[src/dnrw_pkg.sv]
// constants shared by the data memory access controller and its cell array
// assumes a 25 MHz core clock and word-aligned AHB-Lite register accesses
package dnrw_pkg;

	// register byte offsets, compared against the low address bits
	localparam int unsigned  ADDR_W         = 8;
	localparam logic [7:0]   OFF_CONTROL    = 8'h00; // nvm_control
	localparam logic [7:0]   OFF_UNLOCK     = 8'h04; // unlock_port, not a physical register
	localparam logic [7:0]   OFF_INDEX      = 8'h08; // nvm_index
	localparam logic [7:0]   OFF_VALUE      = 8'h0C; // nvm_value
	localparam logic [7:0]   OFF_IRQ_STATUS = 8'h10; // sticky events, write one to clear
	localparam logic [7:0]   OFF_IRQ_MASK   = 8'h14; // same layout as status

	// nvm_control field positions
	localparam int unsigned  CTL_FETCH_BIT  = 0; // fetch_trigger
	localparam int unsigned  CTL_COMMIT_BIT = 1; // commit_trigger
	localparam int unsigned  CTL_ENABLE_BIT = 2; // commit_unlock_enable
	localparam int unsigned  CTL_ABORT_BIT  = 3; // commit_abort_flag
	localparam int unsigned  CTL_SPACE_BIT  = 7; // space_select, 1 = program memory

	// interrupt status and mask field positions
	localparam int unsigned  IRQ_DONE_BIT   = 0; // commit_done_flag
	localparam int unsigned  IRQ_ABORT_BIT  = 1; // write cut short
	localparam int unsigned  IRQ_W          = 2;

	// values after reset
	localparam logic [7:0]        INDEX_RESET = 8'h00;
	localparam logic [7:0]        VALUE_RESET = 8'h00;
	localparam logic [IRQ_W-1:0]  IRQ_RESET   = 2'h0;

	// unlock keys
	localparam logic [7:0]   UNLOCK_KEY1    = 8'h55;
	localparam logic [7:0]   UNLOCK_KEY2    = 8'hAA;

	// memory geometry
	localparam int unsigned  DATA_W         = 8;
	localparam int unsigned  DEPTH          = 256;

	// write cycle timing
	localparam int unsigned  CLK_FREQ_MHZ   = 25;
	localparam int unsigned  WRITE_TIME_US  = 4000;
	localparam int unsigned  WRITE_CYCLES   = WRITE_TIME_US * CLK_FREQ_MHZ;
	localparam int unsigned  CNT_W          = 17;
	localparam logic [CNT_W-1:0] CNT_RESET  = 17'h00000;

	// unlock sequence progress
	typedef enum logic [1:0] {
		DNRW_ULK_IDLE,
		DNRW_ULK_KEY1,
		DNRW_ULK_ARMED
	} dnrw_unlock_t;

	// cell array write engine
	typedef enum logic {
		DNRW_WR_IDLE,
		DNRW_WR_BUSY
	} dnrw_wr_state_t;

endpackage : dnrw_pkg

[src/dnrw_mem_if.sv]
// link between the access controller and the cell array
// assumes both ends run on the same core clock
interface dnrw_mem_if;
	logic [7:0] rd_addr;  // read index, combinational read
	logic [7:0] rd_data;  // addressed byte
	logic       wr_start; // one-cycle start of a write cycle
	logic [7:0] wr_addr;  // index captured at start
	logic [7:0] wr_data;  // byte captured at start
	logic       wr_abort; // cut the running write short
	logic       wr_busy;  // write cycle in progress
	logic       wr_done;  // one-cycle pulse, write landed

	modport ctrl (
		output rd_addr, wr_start, wr_addr, wr_data, wr_abort,
		input  rd_data, wr_busy, wr_done
	);
	modport mem (
		input  rd_addr, wr_start, wr_addr, wr_data, wr_abort,
		output rd_data, wr_busy, wr_done
	);
endinterface : dnrw_mem_if

[src/dnrw_cell_array.sv]
// byte-wide data memory cells with a timed write engine
// assumes the controller starts a write only while the engine is idle
module dnrw_cell_array #(
	parameter int unsigned WRITE_CYCLES = dnrw_pkg::WRITE_CYCLES
) (
	// clock and reset
	input  wire logic   hclk,
	input  wire logic   hresetn,
	// controller side
	dnrw_mem_if.mem     mem_port
);

	logic [7:0]                 cells_q [dnrw_pkg::DEPTH]; // nonvolatile cells, never reset
	dnrw_pkg::dnrw_wr_state_t   state_q;                   // engine state
	logic [dnrw_pkg::CNT_W-1:0] cnt_q;                     // cycles spent in this write
	logic [7:0]                 addr_q;                    // captured target index
	logic [7:0]                 data_q;                    // captured byte
	logic                       done_q;                    // completion pulse
	wire logic                  last_cycle;                // write time used up
	wire logic                  land;                      // byte goes into the cells

	// reads are immediate so the fetched byte is ready next edge
	assign mem_port.rd_data = cells_q[mem_port.rd_addr];
	assign mem_port.wr_busy = (state_q == dnrw_pkg::DNRW_WR_BUSY);
	assign mem_port.wr_done = done_q;
	assign last_cycle = (cnt_q == dnrw_pkg::CNT_W'(WRITE_CYCLES - 1));
	assign land       = mem_port.wr_busy & last_cycle & ~mem_port.wr_abort;

	// engine: capture on start, count the write time, abort drops the byte
	always_ff @(posedge hclk or negedge hresetn) begin
		if (!hresetn) begin
			state_q <= dnrw_pkg::DNRW_WR_IDLE;
			cnt_q   <= dnrw_pkg::CNT_RESET;
			addr_q  <= dnrw_pkg::INDEX_RESET;
			data_q  <= dnrw_pkg::VALUE_RESET;
			done_q  <= 1'b0;
		end else begin
			done_q <= land;
			case (state_q)
				dnrw_pkg::DNRW_WR_IDLE: begin
					cnt_q <= dnrw_pkg::CNT_RESET;
					if (mem_port.wr_start) begin
						addr_q  <= mem_port.wr_addr; // later register writes cannot alter it
						data_q  <= mem_port.wr_data;
						state_q <= dnrw_pkg::DNRW_WR_BUSY;
					end
				end
				dnrw_pkg::DNRW_WR_BUSY: begin
					if (mem_port.wr_abort || last_cycle) begin
						state_q <= dnrw_pkg::DNRW_WR_IDLE; // finish or give up
					end else begin
						cnt_q <= cnt_q + 1'b1; // implementation-defined write length
					end
				end
				default: begin
					state_q <= dnrw_pkg::DNRW_WR_IDLE;
				end
			endcase
		end
	end

	// cell update, no reset so contents persist
	always_ff @(posedge hclk) begin
		if (land) begin
			cells_q[addr_q] <= data_q;
		end
	end

endmodule : dnrw_cell_array

[src/dnrw_top.sv]
// data memory read and write controller behind an AHB-Lite register slave
// assumes single word transfers, zero wait states, and a reset-source abort request
// What this block does
// - commit_trigger starts data write, hardware clears it
// - fetch_trigger starts read, hardware clears, set only
// - addressed byte lands in nvm_value next cycle
// - nvm_value holds until next read or write
// - write needs 55h, AAh, then trigger, exactly
// - commit_trigger settable only with unlock enable set
// - hardware never clears commit_unlock_enable
// - clearing enable never disturbs running write
// - completion sets done flag, clears trigger together
// - done flag stays until software clears it
// - program space trigger leaves nvm_value unchanged, no operation
// - reset-cut write sets commit_abort_flag
//
// Decided for this implementation: register access over AHB-Lite and the address map.
module dnrw_top #(
	parameter int unsigned WRITE_CYCLES = dnrw_pkg::WRITE_CYCLES
) (
	// clock and reset
	input  wire logic        hclk,
	input  wire logic        hresetn,
	// ahb-lite slave
	input  wire logic        hsel,
	input  wire logic [31:0] haddr,
	input  wire logic [1:0]  htrans,
	input  wire logic        hwrite,
	input  wire logic [2:0]  hsize,
	input  wire logic        hready,
	input  wire logic [31:0] hwdata,
	output logic      [31:0] hrdata,
	output logic             hreadyout,
	output logic             hresp,
	// reset sources
	input  wire logic        sys_abort_req,
	// interrupt
	output logic             irq
);

	// ---- bus pipeline state ----
	logic                       dp_wr_q;   // a write data phase is in progress
	logic [dnrw_pkg::ADDR_W-1:0] dp_addr_q; // its address
	logic [31:0]                rdata_q;   // read data for the data phase

	// ---- register state ----
	logic                       space_q;   // space_select
	logic                       enable_q;  // commit_unlock_enable
	logic                       abort_q;   // commit_abort_flag
	logic                       commit_q;  // commit_trigger
	logic                       fetch_q;   // fetch_trigger
	logic [7:0]                 index_q;   // nvm_index
	logic [7:0]                 value_q;   // nvm_value
	logic [dnrw_pkg::IRQ_W-1:0] status_q;  // sticky events
	logic [dnrw_pkg::IRQ_W-1:0] mask_q;    // interrupt mask
	dnrw_pkg::dnrw_unlock_t     ulk_q;     // unlock sequence progress
	dnrw_pkg::dnrw_unlock_t     ulk_d;

	// ---- address phase decode ----
	wire logic                       acc_take;   // transfer accepted this edge
	wire logic [dnrw_pkg::ADDR_W-1:0] ap_addr;   // low address bits
	wire logic [31:0]                rd_mux;     // register selected for a read
	wire logic [7:0]                 ctl_view;   // nvm_control as read

	// ---- data phase decode ----
	wire logic [7:0]                 wdata8;     // low write byte
	wire logic                       wr_ctl;
	wire logic                       wr_unlock;
	wire logic                       wr_index;
	wire logic                       wr_value;
	wire logic                       wr_status;
	wire logic                       wr_mask;

	// ---- control events ----
	wire logic                       commit_req;   // software tries to set the trigger
	wire logic                       commit_start; // write really begins
	wire logic                       fetch_go;     // read of data memory
	wire logic                       abort_evt;    // running write cut short
	wire logic [dnrw_pkg::IRQ_W-1:0] irq_set;      // hardware events this cycle
	wire logic [dnrw_pkg::IRQ_W-1:0] irq_clr;      // software write-one-to-clear

	dnrw_mem_if mem_link ();

	// bus answers at once and never errors
	assign hreadyout = 1'b1;
	assign hresp     = 1'b0;
	assign hrdata    = rdata_q;

	// a transfer is taken when selected, non-idle and the bus is ready
	assign acc_take = hsel & hready & htrans[1];
	assign ap_addr  = haddr[dnrw_pkg::ADDR_W-1:0];

	// control view, unimplemented bits read as zero
	assign ctl_view = {space_q, 3'h0, abort_q, enable_q, commit_q, fetch_q};

	// read selection, unlock port and unmapped offsets read zero
	assign rd_mux =
		(ap_addr == dnrw_pkg::OFF_CONTROL)    ? {24'h000000, ctl_view} :
		(ap_addr == dnrw_pkg::OFF_INDEX)      ? {24'h000000, index_q} :
		(ap_addr == dnrw_pkg::OFF_VALUE)      ? {24'h000000, value_q} :
		(ap_addr == dnrw_pkg::OFF_IRQ_STATUS) ? {30'h0, status_q} :
		(ap_addr == dnrw_pkg::OFF_IRQ_MASK)   ? {30'h0, mask_q} :
		32'h00000000;

	// write strobes in the data phase
	assign wdata8    = hwdata[7:0];
	assign wr_ctl    = dp_wr_q & (dp_addr_q == dnrw_pkg::OFF_CONTROL);
	assign wr_unlock = dp_wr_q & (dp_addr_q == dnrw_pkg::OFF_UNLOCK);
	assign wr_index  = dp_wr_q & (dp_addr_q == dnrw_pkg::OFF_INDEX);
	assign wr_value  = dp_wr_q & (dp_addr_q == dnrw_pkg::OFF_VALUE);
	assign wr_status = dp_wr_q & (dp_addr_q == dnrw_pkg::OFF_IRQ_STATUS);
	assign wr_mask   = dp_wr_q & (dp_addr_q == dnrw_pkg::OFF_IRQ_MASK);

	// a trigger write only counts when the sequence is armed and enabled
	assign commit_req   = wr_ctl & wdata8[dnrw_pkg::CTL_COMMIT_BIT];
	assign commit_start = commit_req
		& (ulk_q == dnrw_pkg::DNRW_ULK_ARMED)
		& enable_q
		& ~wdata8[dnrw_pkg::CTL_SPACE_BIT]
		& ~commit_q;

	// fetch from data space only; program space reads are not served here
	assign fetch_go = wr_ctl & wdata8[dnrw_pkg::CTL_FETCH_BIT]
		& ~wdata8[dnrw_pkg::CTL_SPACE_BIT];

	// reset source while the cells are busy means the byte is lost
	assign abort_evt = sys_abort_req & mem_link.wr_busy;

	// interrupt event and clear vectors
	assign irq_set = {abort_evt, mem_link.wr_done};
	assign irq_clr = wr_status ? wdata8[dnrw_pkg::IRQ_W-1:0] : {dnrw_pkg::IRQ_W{1'b0}};

	// no edge detection: the line stays high until software clears or masks
	// level interrupt while any unmasked event is pending
	assign irq = |(status_q & mask_q);

	// cell array link, write uses the registers loaded beforehand
	assign mem_link.rd_addr  = index_q;
	assign mem_link.wr_start = commit_start;
	assign mem_link.wr_addr  = index_q;  // relies on software loading it first
	assign mem_link.wr_data  = value_q;
	assign mem_link.wr_abort = sys_abort_req;

	// read data is captured at the address phase edge, so a read placed right
	// behind a write to the same register returns the old value; a master that
	// idles between transfers never meets this
	// hsize and the upper address and data bits are not decoded: word access only
	// bus pipeline: note the data phase and prepare read data
	always_ff @(posedge hclk or negedge hresetn) begin
		if (!hresetn) begin
			dp_wr_q   <= 1'b0;
			dp_addr_q <= 8'h00;
			rdata_q   <= 32'h00000000;
		end else if (hready) begin
			dp_wr_q   <= acc_take & hwrite;
			dp_addr_q <= ap_addr;
			if (acc_take && !hwrite) begin
				rdata_q <= rd_mux;
			end
		end
	end

	// a first key in any state restarts at step one, so a repeated first key
	// never locks software out; reads leave the progress alone
	// unlock sequence: any other write in between starts over
	always_comb begin
		ulk_d = ulk_q;
		if (dp_wr_q) begin
			case (ulk_q)
				dnrw_pkg::DNRW_ULK_IDLE: begin
					ulk_d = (wr_unlock && wdata8 == dnrw_pkg::UNLOCK_KEY1) ?
						dnrw_pkg::DNRW_ULK_KEY1 : dnrw_pkg::DNRW_ULK_IDLE;
				end
				dnrw_pkg::DNRW_ULK_KEY1: begin
					if (wr_unlock && wdata8 == dnrw_pkg::UNLOCK_KEY2) begin
						ulk_d = dnrw_pkg::DNRW_ULK_ARMED;
					end else if (wr_unlock && wdata8 == dnrw_pkg::UNLOCK_KEY1) begin
						ulk_d = dnrw_pkg::DNRW_ULK_KEY1;
					end else begin
						ulk_d = dnrw_pkg::DNRW_ULK_IDLE;
					end
				end
				dnrw_pkg::DNRW_ULK_ARMED: begin
					// the next write consumes the arming, whatever it is
					ulk_d = (wr_unlock && wdata8 == dnrw_pkg::UNLOCK_KEY1) ?
						dnrw_pkg::DNRW_ULK_KEY1 : dnrw_pkg::DNRW_ULK_IDLE;
				end
				default: begin
					ulk_d = dnrw_pkg::DNRW_ULK_IDLE;
				end
			endcase
		end
	end

	// unlock state register
	always_ff @(posedge hclk or negedge hresetn) begin
		if (!hresetn) begin
			ulk_q <= dnrw_pkg::DNRW_ULK_IDLE;
		end else begin
			ulk_q <= ulk_d;
		end
	end

	// plain software fields of the control register
	always_ff @(posedge hclk or negedge hresetn) begin
		if (!hresetn) begin
			space_q  <= 1'b0;
			enable_q <= 1'b0;
		end else if (wr_ctl) begin
			space_q  <= wdata8[dnrw_pkg::CTL_SPACE_BIT];
			enable_q <= wdata8[dnrw_pkg::CTL_ENABLE_BIT]; // only software changes it
		end
	end

	// the abort request stands for a reset source about to strike; the flag
	// outlives it because only hresetn itself clears the registers
	// abort flag: hardware set wins over a software write
	always_ff @(posedge hclk or negedge hresetn) begin
		if (!hresetn) begin
			abort_q <= 1'b0;
		end else if (abort_evt) begin
			abort_q <= 1'b1;
		end else if (wr_ctl) begin
			abort_q <= wdata8[dnrw_pkg::CTL_ABORT_BIT];
		end
	end

	// timeline: the trigger write edge starts the engine; the cell takes the byte
	// after the write time and the done pulse rises at that same edge; one edge
	// later the trigger drops and the done flag rises together
	// write trigger: held through the whole cycle, writing zero is ignored
	always_ff @(posedge hclk or negedge hresetn) begin
		if (!hresetn) begin
			commit_q <= 1'b0;
		end else if (commit_start) begin
			commit_q <= 1'b1;
		end else if (mem_link.wr_done || abort_evt) begin
			commit_q <= 1'b0; // same edge as the done flag
		end
	end

	// reads back as one only when a read follows the control write at once
	// read trigger: set by software, dropped by hardware one cycle later
	always_ff @(posedge hclk or negedge hresetn) begin
		if (!hresetn) begin
			fetch_q <= 1'b0;
		end else begin
			fetch_q <= wr_ctl & wdata8[dnrw_pkg::CTL_FETCH_BIT];
		end
	end

	// a running write copied the index at its start, so it may change now
	// index register
	always_ff @(posedge hclk or negedge hresetn) begin
		if (!hresetn) begin
			index_q <= dnrw_pkg::INDEX_RESET;
		end else if (wr_index) begin
			index_q <= wdata8;
		end
	end

	// a fetch aimed at program space leaves the byte alone
	// value register: loaded by a fetch or by software, else held
	always_ff @(posedge hclk or negedge hresetn) begin
		if (!hresetn) begin
			value_q <= dnrw_pkg::VALUE_RESET;
		end else if (fetch_go) begin
			value_q <= mem_link.rd_data; // readable by the very next access
		end else if (wr_value) begin
			value_q <= wdata8;
		end
	end

	// the clear vector comes from the data phase byte, so clearing one event
	// cannot lose another that lands in the same cycle
	// sticky status, an event in the clear cycle survives
	always_ff @(posedge hclk or negedge hresetn) begin
		if (!hresetn) begin
			status_q <= dnrw_pkg::IRQ_RESET;
		end else begin
			status_q <= (status_q & ~irq_clr) | irq_set; // cleared only by software
		end
	end

	// interrupt mask
	always_ff @(posedge hclk or negedge hresetn) begin
		if (!hresetn) begin
			mask_q <= dnrw_pkg::IRQ_RESET;
		end else if (wr_mask) begin
			mask_q <= wdata8[dnrw_pkg::IRQ_W-1:0];
		end
	end

	// cell array with its write timer
	dnrw_cell_array #(
		.WRITE_CYCLES (WRITE_CYCLES)
	) u_cells (
		.hclk     (hclk),
		.hresetn  (hresetn),
		.mem_port (mem_link.mem)
	);

endmodule : dnrw_top

[config.mk]
export PLATFORM = sky130hd
export DESIGN_NAME = dnrw_top
export DESIGN_NICKNAME = d
export VERILOG_FILES = /design/src/dnrw_pkg.sv /design/src/dnrw_mem_if.sv /design/src/dnrw_cell_array.sv /design/src/dnrw_top.sv
export SDC_FILE = /design/constraint.sdc
export NUM_CORES = 2
export LEC_CHECK = 0
export BUFFER_PORTS_ARGS = -buffer_cell sky130_fd_sc_hd__buf_4
export CORE_AREA = 3 3 737 373
export CTS_CLUSTER_SIZE = 30
export DETAILED_ROUTE_END_ITERATION = 10
export DIE_AREA = 0 0 740 376
export PLACE_DENSITY = 0.54
export REMOVE_ABC_BUFFERS = 1
export SYNTH_ARGS = -nofsm -noshare
export SYNTH_HDL_FRONTEND = slang
export SYNTH_SLANG_ARGS = --single-unit
[constraint.sdc]
create_clock -name hclk -period 10.4 [get_ports hclk]
set_input_delay 1.56 -clock hclk [delete_from_list [all_inputs] [get_ports hclk]]
set_output_delay 1.56 -clock hclk [all_outputs]
set_load 0.02 [all_outputs]
==> metrics.log <==
INFO  metric path_class = flip-flop to flip-flop
INFO  metric met3_length = 33800 um
INFO  metric initial_utilization = 0.309
INFO  metric grt_antenna_before_repair = 23
INFO  metric final_antenna_net_count = 0
INFO  metric final_min_period_over_clock_period = 0.483
INFO  metric regToRegStartpoint = index_q[0]
INFO  metric synth_cell_types = 71
INFO  metric cts_htree_levels = 4
INFO  metric timing.final.crit_period = 5020 ps
INFO  metric outcome = completed
INFO  metric route.vias.total = 41900
INFO  metric via_count_of_the_first_global_routing_pass = 40000
INFO  metric die_w = 740 um
INFO  metric max-cap-violations = 0
INFO  metric synthCells = 3968
INFO  metric multi_input_comb_area = 0.0184 mm^2
INFO  metric clkLatencyLatePin = 830 ps
INFO  metric cts_hold_buf = 0
INFO  metric netlist_area = 0.0833 mm^2
INFO  metric clock-skew-final = 43.9 ps
INFO  metric buffer_ports.inserted = 31
INFO  metric setup_repair_after_global_routing_missed_its_margin = no
INFO  metric maximum_number_of_pins_on_one_net_before_global_route_repair = 174
INFO  metric tritoncts = yes
INFO  metric final_cells = 7803
INFO  metric ioPinCount = 110
INFO  metric seq_area = 0.0635 mm^2
INFO  metric synth-seq-cells = 2127
INFO  metric grt.overflow.total = 0
INFO  metric worst_ir_drop_vdd = 0.000111 V
INFO  metric max_slew_margin = 0.0989
INFO  metric dr.pass1.iters = 6
INFO  metric worst_hold_path_type = flip-flop to flip-flop
INFO  metric design.final.nets = 4115
INFO  metric synth_edf_count = 2048
INFO  metric routed_via_density = 5.38
INFO  metric final_layout_size_suffix_gt1_frac = 0.225
INFO  metric synth_area_per_cell = 21.0 um^2
INFO  metric cts-root-buf = sky130_fd_sc_hd__clkbuf_16
INFO  metric cp.required = 11090 ps
INFO  metric holdCritStartpoint = u_cells.mem_port.wr_done
INFO  metric cts.clk_slew.worst_paths = 70 ps
INFO  metric worst_path_max_fanout = 82
INFO  metric finalInstanceArea = 0.0929 mm^2
INFO  metric die_height = 376 um
INFO  metric ys.flop_type = sky130_fd_sc_hd__edfxtp_1
INFO  metric global_route.usage.total = 0.170
INFO  metric post-cts-setup-buffers = 0
INFO  metric die_area = 0.278 mm^2
INFO  metric syn_to_final_growth = 11.5%
INFO  metric critPathCaptureType = flip-flop
INFO  metric setup.worst_path.start_class = flip-flop
INFO  metric average_wire_per_cell_in_the_routed_design = 30.9 um
INFO  metric top_layer_used = met4
INFO  metric clock_sink_count = 2127
INFO  metric max_freq = 199 MHz
INFO  metric critPathMaxStageDelay = 850 ps
INFO  metric worstSetupStartpoint = index_q[0]
INFO  metric met2_length = 90300 um
INFO  metric worst_case_hold_slack = 467 ps
INFO  metric timing.final.hold_violations = 0
INFO  metric max-clock-path-buffers = 4
INFO  metric critical_path.cell_chain = buf_4 > buf_12 > mux4_1 > mux2i_1 > nor3_1 > a2111oi_0 > o21ai_1 > o31a_1
INFO  metric timing.critical_path.slowest_stage_cell = sky130_fd_sc_hd__dfrtp_4
INFO  metric timing.critical_path.arrival = 5700 ps
INFO  metric drt-met1-wl = 113000 um
INFO  metric place_area = 0.0875 mm^2
INFO  metric drc = 0
INFO  metric worst-slew-pin-transition = 1340 ps
INFO  metric floorplan.rows = 135
INFO  metric yosys_warnings = 0
INFO  metric gp_congestion = 0.890
INFO  metric dpl.cell_count = 7489
INFO  metric powerDensity = 178 mW/mm^2
INFO  metric synth_seq_area_share = 0.762
INFO  metric most_common_cell_after_layout_fill_and_taps_aside = sky130_fd_sc_hd__edfxtp_1
INFO  metric finalSetupViolations = 0
INFO  metric synth-async-reset-ratio = 0.0371
INFO  metric detail_route.iter0.violations = 6408
INFO  metric postLayoutCoreUtil = 0.345
INFO  metric slew_viol_final = 0
INFO  metric p_leak = 33.6 nW
INFO  metric cts_resized = 0
INFO  metric route.final.wire_length = 241000 um
INFO  metric layout_common_cells = sky130_fd_sc_hd__edfxtp_1 (2048), sky130_fd_sc_hd__mux4_2 (517), sky130_fd_sc_hd__nor2_1 (302), sky130_fd_sc_hd__clkbuf_16 (181), sky130_fd_sc_hd__nand2_1 (115)
INFO  metric place_hpwl = 153000 um
INFO  metric fp.coreArea = 0.269 mm^2
INFO  metric fillCellCount = 24900
INFO  metric wire_length_of_the_first_global_routing_pass = 333000 um
INFO  metric cts_made_buffers = 178
==> where the power goes <==
part	leakage, nW	internal, mW	total [mW]	switching [mW]
Sequential	24.5	9.27	9.31	0.0380
Combinational	6.40	0.187	0.572	0.385
Clock	2.63	3.48	6.61	3.13
Total	33.6	12.9	16.5	3.55
==> sequential cells by signal, indices dropped and copies added (netlist names), 2 cells and up <==
register	flops
index_q	8
u_cells.data_q	8
mem_link.wr_data	8
ulk_q	2
u_cells.addr_q	8
mask_q	2
hrdata	8
status_q	2
u_cells.cells_q	2048
dp_addr_q	8
u_cells.cnt_q	17
==> critical path: cells and delay by family, from the launching register on <==
kind	cells	cell delay, ps
and+or+nand+nor	1	160
buffers and inverters	2	1220
DFF	1	850
AOI/OAI and AO/OA	3	1230
muxes	2	1210
==> final cells by class <==
class,instances,area share
sequential,2127,0.684
timing repair buffer,112,0.0101
clock inverter,78,0.00711
tap,3630,0.0489
inverter,10,0.000458
antenna,2,0.0000539
clock buffer,234,0.0510
multi-input combinational,1610,0.198
==> cells in the mapped netlist, types with 21 or more instances <==
library cell | count | share of area
sky130_fd_sc_hd__o21ai_0 | 28 | 0.0017
sky130_fd_sc_hd__mux2_2 | 43 | 0.0058
sky130_fd_sc_hd__mux2i_1 | 102 | 0.012
sky130_fd_sc_hd__a21oi_1 | 49 | 0.0029
sky130_fd_sc_hd__edfxtp_1 | 2048 | 0.74
sky130_fd_sc_hd__nor3_1 | 21 | 0.0013
sky130_fd_sc_hd__buf_2 | 50 | 0.0030
sky130_fd_sc_hd__mux4_2 | 517 | 0.14
sky130_fd_sc_hd__nand2_1 | 123 | 0.0055
sky130_fd_sc_hd__nor2_1 | 303 | 0.014
sky130_fd_sc_hd__buf_6 | 31 | 0.0042
sky130_fd_sc_hd__nand3_1 | 38 | 0.0023
sky130_fd_sc_hd__dfrtp_1 | 79 | 0.024
sky130_fd_sc_hd__clkbuf_1 | 87 | 0.0039
sky130_fd_sc_hd__buf_4 | 53 | 0.0048
sky130_fd_sc_hd__nor2b_1 | 21 | 0.0016
sky130_fd_sc_hd__a22oi_1 | 112 | 0.010
==> metal layers <==
| metal | vias up | global-route usage |
|---|---|---|
| met5 | - | 0 |
| met4 | 0 | 0.0246 |
| met3 | 267 | 0.0715 |
| met2 | 2301 | 0.207 |
| met1 | 22800 | 0.276 |
| li1 | 16500 | - |
==> logic make-up (layout without fill, tap and decap cells) <==
kind of cell / after synthesis / count (layout) / share of synthesized area
AO/OA/AOI/OAI: 308 / 308 / 0.0257
XOR/XNOR: 13 / 13 / 0.00137
adder cells (fa/ha/maj): 1 / 1 / 0.000150
buffers and inverters: 255 / 434 / 0.0184
flip-flops: 2127 / 2127 / 0.762
other: 2 / 28 / 0.0000902
multiplexers: 670 / 670 / 0.160
AND/OR/NAND/NOR: 592 / 592 / 0.0314
==> stage by stage <==
step,setup TNS [ps],setup WS (ps),total power [mW]
floorplan,-105750,-11110,9.96
global placement,0,5330,10.1
detailed placement,0,5250,10.1
CTS,0,5420,16.6
global route,0,5260,17.0
finish,0,5380,16.5
==> path summary, 6_finish.rpt <==
kind	to	slack, ps	cells past startpoint
worst max register to register	mem_link.wr_data[1]	5380	8
min in group asynchronous	u_cells.cnt_q[9]	600	1
max in group asynchronous	u_cells.data_q[6]	8540	2
worst min register to register	status_q[0]	470	1
worst max-delay path	mem_link.wr_data[1]	5380	8
worst min-delay path	status_q[0]	470	1
Note: power is estimated with default switching activity, not from simulation.
